File: config.mk
export PLATFORM = sky130hd
export DESIGN_NAME = dci_core
export DESIGN_NICKNAME = d
export VERILOG_FILES = /design/src/pkg/dci_pkg.sv /design/src/core/dci_decode.sv /design/src/core/dci_core.sv
export VERILOG_INCLUDE_DIRS = /design/src /design/src/pkg
export SDC_FILE = /design/constraint.sdc
export NUM_CORES = 1
export LEC_CHECK = 0
export BUFFER_PORTS_ARGS = -buffer_cell sky130_fd_sc_hd__buf_4
export CORE_MARGIN = 2
export CORE_UTILIZATION = 42
export CTS_BUF_LIST = sky130_fd_sc_hd__clkbuf_16
export DETAILED_ROUTE_END_ITERATION = 6
export PLACE_DENSITY = 0.76
export SYNTH_ARGS = -nofsm -noshare
export SYNTH_HDL_FRONTEND = slang
export SYNTH_SLANG_ARGS = --single-unit
File: constraint.sdc
create_clock -name clk -period 1.49 [get_ports clk]
set_input_delay 0.298 -clock clk [delete_from_list [all_inputs] [get_ports clk]]
set_output_delay 0.298 -clock clk [all_outputs]
set_load 0.01 [all_outputs]
File: src/pkg/dci_map.svh
`ifndef DCI_MAP_SVH
`define DCI_MAP_SVH
// Command field upper nibble codes
`define DCI_NIB_READ0     4'h0
`define DCI_NIB_READ1     4'h1
`define DCI_NIB_STATUS    4'h2
`define DCI_NIB_WRITE0    4'h4
`define DCI_NIB_WRITE1    4'h5
`define DCI_NIB_CONTROL   4'h6
// Device reset full command byte (maker fixed)
`define DCI_CMD_DEVRESET  8'h2f
// Interrupt condition codes
`define DCI_CC_CTL_END    3'h0
`define DCI_CC_EXCEPTION  3'h2
`define DCI_CC_DEV_END    3'h3
`define DCI_CC_ATTENTION  3'h4
`define DCI_CC_ATTN_EXC   3'h6
`define DCI_CC_ATTN_END   3'h7
// Status byte field positions, bit 0 being the most significant
`define DCI_ISB_DDS_BIT   0
`define DCI_ISB_REJ_BIT   1
`define DCI_ISB_RST       8'h00
`endif

File: src/pkg/dci_pkg.sv
package dci_pkg;
    typedef enum logic [2:0] {
        DCI_CMD_NONE     = 3'b000,
        DCI_CMD_READ     = 3'b001,
        DCI_CMD_STATUS   = 3'b010,
        DCI_CMD_WRITE    = 3'b011,
        DCI_CMD_CONTROL  = 3'b100,
        DCI_CMD_DEVRESET = 3'b101,
        DCI_CMD_RESERVED = 3'b110
    } dci_cmd_e;

    // Immediate control block as issued by the channel
    typedef struct packed {
        logic [7:0]  command;
        logic [7:0]  address;
        logic [15:0] data;
    } dci_icb_s;

    // Interrupt presented by an attached device
    typedef struct packed {
        logic [2:0]  cc;
        logic [7:0]  info;
        logic [7:0]  address;
        logic        singular;
    } dci_irq_s;

    // Interrupt word toward the channel
    typedef struct packed {
        logic [2:0]  cc;
        logic [15:0] word;
    } dci_ipres_s;
endpackage : dci_pkg

File: src/core/dci_decode.sv
`timescale 1ns/1ns
`include "dci_map.svh"
module dci_decode
    import dci_pkg::*;
(
    input  wire logic [7:0] command,
    output dci_pkg::dci_cmd_e kind
);
    always_comb begin
        if (command == `DCI_CMD_DEVRESET) begin
            kind = DCI_CMD_DEVRESET;
        end else begin
            unique case (command[7:4])
                `DCI_NIB_READ0, `DCI_NIB_READ1: kind = DCI_CMD_READ;
                `DCI_NIB_STATUS:  kind = DCI_CMD_STATUS;
                `DCI_NIB_WRITE0, `DCI_NIB_WRITE1: kind = DCI_CMD_WRITE;
                `DCI_NIB_CONTROL: kind = DCI_CMD_CONTROL;
                default:          kind = DCI_CMD_RESERVED;
            endcase
        end
    end
endmodule : dci_decode

File: src/core/dci_core.sv
`timescale 1ns/1ns
`include "dci_map.svh"
// Operation
// - Device reset resets device, clears its interrupts
// - Upper command nibble selects command type
// - Read data moves device word to block
// - Read status moves device status to block
// - Write data delivers block word to device
// - Write control starts device action, optional word
// - Busy controller later presents code 0, info zero
// - Controller-free address is lowest served address
// - Interrupt word: info byte, then address
// - Status byte only with codes 2, 6
// - Presented status byte nonzero unless singular
// - Errors set status byte; acceptance clears it
// - Status bit0 status available, bit1 reject
// - Resets clear mode, diag and status registers
// - Only device reset is a maker command
module dci_core
    import dci_pkg::*;
#(
    parameter logic [7:0] GROUP_LOW_ADDR = 8'h00
)(
    input  wire logic             clk,
    input  wire logic             rstn,
    // Channel side
    input  wire logic             icb_valid,
    input  dci_pkg::dci_icb_s     icb,
    output logic                  icb_done,
    output logic [15:0]           icb_rdata,
    output logic                  icb_busy_cc6,
    output logic                  icb_reject,
    input  wire logic             sys_reset,
    input  wire logic             halt_io,
    input  wire logic             machine_check,
    input  wire logic             diag_set,
    output logic                  diag_mode,
    output logic [15:0]           diag_reg,
    output logic [15:0]           status_reg,
    output logic                  irq_req,
    output dci_pkg::dci_ipres_s   irq_pres,
    input  wire logic             irq_ack,
    // Device side
    output logic                  dev_strobe,
    output dci_pkg::dci_cmd_e     dev_kind,
    output logic [7:0]            dev_command,
    output logic [7:0]            dev_address,
    output logic [15:0]           dev_wdata,
    output logic                  dev_reset,
    input  wire logic             dev_ready,
    input  wire logic [15:0]      dev_rdata,
    input  wire logic             dev_busy,
    input  wire logic             dev_irq_valid,
    input  dci_pkg::dci_irq_s     dev_irq,
    output logic                  dev_irq_ready
);
    import dci_pkg::*;

    typedef enum logic [1:0] {
        DCI_ST_IDLE = 2'b00,
        DCI_ST_WAIT = 2'b01
    } dci_state_e;

    dci_state_e   state;
    dci_cmd_e     kind;
    logic         clr_all;
    logic         pend;
    logic         ctl_end_owed;
    logic [7:0]   interrupt_status_byte;
    logic [7:0]   pend_addr;

    assign clr_all = !rstn || sys_reset || halt_io || machine_check;

    dci_decode dci_decode_i (
        .command (icb.command),
        .kind    (kind)
    );

    // Codes that may carry the status byte
    function automatic logic uses_isb(input logic [2:0] cc);
        uses_isb = (cc == `DCI_CC_EXCEPTION) || (cc == `DCI_CC_ATTN_EXC);
    endfunction : uses_isb

    function automatic logic legal_cc(input logic [2:0] cc);
        legal_cc = (cc != 3'h1) && (cc != 3'h5);
    endfunction : legal_cc

    assign dev_irq_ready = !pend && !ctl_end_owed;

    // Command sequencer
    always_ff @(posedge clk) begin
        if (clr_all) begin
            state        <= DCI_ST_IDLE;
            icb_done     <= 1'b0;
            icb_rdata    <= 16'h0000;
            icb_busy_cc6 <= 1'b0;
            icb_reject   <= 1'b0;
            dev_strobe   <= 1'b0;
            dev_kind     <= DCI_CMD_NONE;
            dev_command  <= 8'h00;
            dev_address  <= 8'h00;
            dev_wdata    <= 16'h0000;
            dev_reset    <= 1'b0;
        end else begin
            icb_done     <= 1'b0;
            icb_busy_cc6 <= 1'b0;
            icb_reject   <= 1'b0;
            dev_strobe   <= 1'b0;
            dev_reset    <= 1'b0;
            unique case (state)
                DCI_ST_IDLE: begin
                    if (icb_valid) begin
                        dev_command <= icb.command;
                        dev_address <= icb.address;
                        dev_kind    <= kind;
                        dev_wdata   <= icb.data;
                        if (kind == DCI_CMD_RESERVED) begin
                            icb_done   <= 1'b1;
                            icb_reject <= 1'b1;
                        end else if (kind == DCI_CMD_DEVRESET) begin
                            dev_reset <= 1'b1;
                            icb_done  <= 1'b1;
                        end else if (dev_busy) begin
                            icb_done     <= 1'b1;
                            icb_busy_cc6 <= 1'b1;
                        end else begin
                            dev_strobe <= 1'b1;
                            state      <= DCI_ST_WAIT;
                        end
                    end
                end
                DCI_ST_WAIT: begin
                    if (dev_ready) begin
                        icb_done <= 1'b1;
                        if (dev_kind == DCI_CMD_READ
                            || dev_kind == DCI_CMD_STATUS) begin
                            icb_rdata <= dev_rdata;
                        end else begin
                            icb_rdata <= 16'h0000;
                        end
                        state <= DCI_ST_IDLE;
                    end
                end
            endcase
        end
    end

    // Controller-free owed after a busy answer
    always_ff @(posedge clk) begin
        if (clr_all) begin
            ctl_end_owed <= 1'b0;
        end else if (icb_busy_cc6) begin
            ctl_end_owed <= 1'b1;
        end else if (ctl_end_owed && !pend && !dev_busy) begin
            ctl_end_owed <= 1'b0;
        end
    end

    // Interrupt holding; set wins over acceptance in the same cycle
    always_ff @(posedge clk) begin
        if (clr_all) begin
            pend      <= 1'b0;
            irq_pres  <= '0;
            interrupt_status_byte       <= `DCI_ISB_RST;
            pend_addr <= 8'h00;
        end else if (dev_reset && pend && pend_addr == dev_address) begin
            pend <= 1'b0;
            interrupt_status_byte  <= `DCI_ISB_RST;
        end else if (ctl_end_owed && !pend && !dev_busy) begin
            pend          <= 1'b1;
            pend_addr     <= GROUP_LOW_ADDR;
            irq_pres.cc   <= `DCI_CC_CTL_END;
            irq_pres.word <= {8'h00, GROUP_LOW_ADDR};
        end else if (dev_irq_valid && dev_irq_ready
                     && legal_cc(dev_irq.cc)) begin
            pend        <= 1'b1;
            pend_addr   <= dev_irq.address;
            irq_pres.cc <= dev_irq.cc;
            if (uses_isb(dev_irq.cc)) begin
                // Zero status only passes when the code alone suffices
                // Byte bits count from the top end, as in the word
                interrupt_status_byte <= (dev_irq.info == 8'h00 && !dev_irq.singular)
                       ? (8'h80 >> `DCI_ISB_DDS_BIT)
                       : dev_irq.info;
                irq_pres.word <= {(dev_irq.info == 8'h00
                                   && !dev_irq.singular)
                                  ? (8'h80 >> `DCI_ISB_DDS_BIT)
                                  : dev_irq.info,
                                  dev_irq.address};
            end else begin
                irq_pres.word <= {dev_irq.info, dev_irq.address};
            end
        end else if (pend && irq_ack) begin
            pend <= 1'b0;
            interrupt_status_byte  <= `DCI_ISB_RST;
        end
    end

    assign irq_req = pend;

    // Diagnostic mode and registers
    always_ff @(posedge clk) begin
        if (clr_all) begin
            diag_mode  <= 1'b0;
            diag_reg   <= 16'h0000;
            status_reg <= 16'h0000;
        end else begin
            if (diag_set) begin
                diag_mode <= 1'b1;
            end
            if (diag_mode && state == DCI_ST_WAIT && dev_ready) begin
                diag_reg <= dev_rdata;
            end
            status_reg <= {7'h00, ctl_end_owed, interrupt_status_byte};
        end
    end
endmodule : dci_core

==> flow_summary.json <==
{
  "status": "finished, final reports clean",
  "endpoint": "dev_irq_ready",
  "grt_max_degree": 78,
  "r2r-start": "dev_address[7]",
  "ctsHtreeMaxLevel": 3,
  "core_area_um2": 9684,
  "ys_ff_latch": 112,
  "clock_sinks": 112,
  "synth_top_area_cell": "dfxtp_1",
  "cts_buffer_depth": 2,
  "wl_per_cell_um": 14.01,
  "critPathLaunchType": "register",
  "grt_pass1_vias": 3499,
  "stdcell_area_um2": 6012,
  "avgViaCountPerCell": 4.933,
  "postSynthAreaPerCell_um2": 8.610,
  "path_class": "register to output port",
  "numCtsBuffers": 9,
  "syn2layout_area_growth_pct": 45.17,
  "finClkSkew_ns": 0.008548,
  "drtAntennaViolNets": 0,
  "synth_compound_area_share_pct": 16.04,
  "whs_ns": 0.1785,
  "end_kind": "output port",
  "worstPathArrival_ns": 1.06,
  "synthCells": 481,
  "hold_buffers": 0,
  "ys.flop_type": "dfxtp_1",
  "num_vias": 3966,
  "synthXorXnorAreaFrac_pct": 1.903,
  "fin_crit_sh_pct": 90.88,
  "async_flop_share_pct": 0,
  "clock_latency_ns": 0.33,
  "rsz0062_at_grt": "no",
  "synthAdderAreaFrac_pct": 0,
  "first_pass_iters": 4,
  "start_util_pct": 42.76,
  "slew_violations": 0,
  "grt-busiest-layer": "met2",
  "setup_viol": 0,
  "vdd.ir_drop.worst_mv": 0.6442,
  "cts_tree": "built",
  "grt_first_pass_wirelength_um": 16240,
  "synthTopCellsByArea": "dfxtp_1 54%, nand2_1 12%, a21oi_1 9.2%",
  "mostFrequentLayoutCells": "201 x buf_4, 128 x nand2_1, 112 x dfxtp_1",
  "dpl_cell_area_um2": 5704,
  "grtUsageMet3_pct": 3.831,
  "cap_violations": 0,
  "yosys_warnings": 0,
  "antenna_cells": 0,
  "fin_util_pct": 62.08,
  "dieHeight_um": 103.3,
  "numPortBuffers": 181,
  "hp-class": "primary input to register",
  "post-route-min-period_ns": 1.354,
  "largest_reg_flops": 19,
  "fp.dieW_um": 103.3,
  "synth_cell_types": 40,
  "finalWorstSetupSlack_ns": 0.1359,
  "drt_wl_total_um": 11270,
  "initialDrtViolationCount": 176,
  "rows": 36,
  "required_ns": 1.19,
  "leakage_uw": 0.002489,
  "use_met1_pct": 24.37,
  "drive_gt1_share_pct": 34.58,
  "layout.nets": 745,
  "startpoint": "irq_req",
  "final_common_cell": "buf_4",
  "max_freq_mhz": 738.5,
  "die_area_um2": 10670,
  "cts.reportedPaths.clkPinSlew_ns": 0.07,
  "cts_root_buf": "clkbuf_16",
  "drcViolationCount": 0,
  "powerDensity_nw_per_um2": 943.2,
  "synth_area_um2": 4141,
  "finalWeightedCongestion": 0.8291,
  "r2r_slack_ns": 0.14,
  "ys_seq_area_share_pct": 54.14,
  "grt_use_met2_pct": 32.82,
  "ff2ff_path_depth": 4,
  "hold_viol_final": 0,
  "top_register": "irq_pres",
  "cp_max_fo": 5,
  "grt.total_usage_pct": 19.23,
  "reg2reg_to": "irq_req",
  "synth-simple-area-share_pct": 22.60,
  "ios": 189,
  "synth_edf_count": 0,
  "synth_top_family_by_area": "simple AND/OR/NAND/NOR gates",
  "synth_mux_area_share_pct": 0.2719,
  "dpl_worst_slack_ns": -0.1745,
  "overflow": 0,
  "antenna_found_initial": 0,
  "synth_top_area_share_pct": 54.14,
  "dpl.hpwl_um": 8420
}
==> cell usage after synthesis, types with 2 or more instances <==
cell type	instances
nand2_1	128
dfxtp_1	112
a21oi_1	76
nor2_1	30
a22oi_1	21
clkbuf_1	21
o21ai_0	11
and2_1	9
xnor2_1	9
buf_4	8
buf_2	5
nand4b_1	5
nand2b_1	4
nand3_1	4
and3_1	3
buf_6	3
nand3b_1	3
nor2b_1	3
a31oi_1	2
inv_1	2
nand4_1	2
nor3_1	2
==> power by group <==
part / internal [uW] / switching, uW
Sequential: 3010 / 12.0
Clock: 1140 / 1060
Combinational: 237 / 219
Total: 4380 / 1290
==> worst min path at each step <==
| stage | start | endpoint | depth (start not counted) | slack [ns] |
|---|---|---|---|---|
| finish | diag_set | diag_mode | 3 | 0.18 |
| global route | diag_set | diag_mode | 3 | 0.18 |
| global placement | interrupt_status_byte[6] | interrupt_status_byte[6] | 2 | 0.44 |
| CTS | diag_set | diag_mode | 3 | 0.17 |
| detailed placement | interrupt_status_byte[5] | interrupt_status_byte[5] | 2 | 0.44 |
| floorplan | icb[31] | dev_reset | 1 | 0.38 |
==> stage by stage <==
stage,cells,power [uW],setup TNS [ns]
5_1_grt,804,5905,0
6_report,804,5670,0
3_5_place_dp,787,3543,-9.923
3_3_place_gp,787,3536,-7.585
2_1_floorplan,487,3276,0
4_1_cts,803,5731,0
==> worst max-delay path, cell delays in order (launching register included) <==
cell,delay [ns]
dfxtp_1,0.35
nor2_2,0.22
buf_4,0.16
==> area by class of cell <==
cell class                      instances  area, um^2
Clock buffer                            9       225.2
Clock inverter                          7       46.29
Fill cell                             857        3672
Inverter                                2       7.507
Multi-Input combinational cell        336        1735
Sequential cell                       112        2242
Tap cell                              133       166.4
Timing Repair Buffer                  205        1589
==> layer usage <==
layer | share of wire (%) | wire [um]
met1 | 43 | 4827
met2 | 50 | 5665
met5 | 0 | 0
met3 | 6.2 | 695
met4 | 0.69 | 78
==> kinds of logic after synthesis <==
| logic type | count (synthesis) |
|---|---|
| and+or+nand+nor | 203 |
| buffers and inverters | 39 |
| xor gates and xnor gates | 9 |
| AOI/OAI and AO/OA | 116 |
| muxes | 1 |
| other | 1 |
| DFF | 112 |
==> timing repair <==
action | 4_1_cts | 5_1_grt
pin swaps | 0 | 1
gates resized for setup | 3 | 0
setup endpoints to repair | 20 | 1
setup buffers | 0 | 1
No activity file was read; power rests on OpenSTA's default activity.
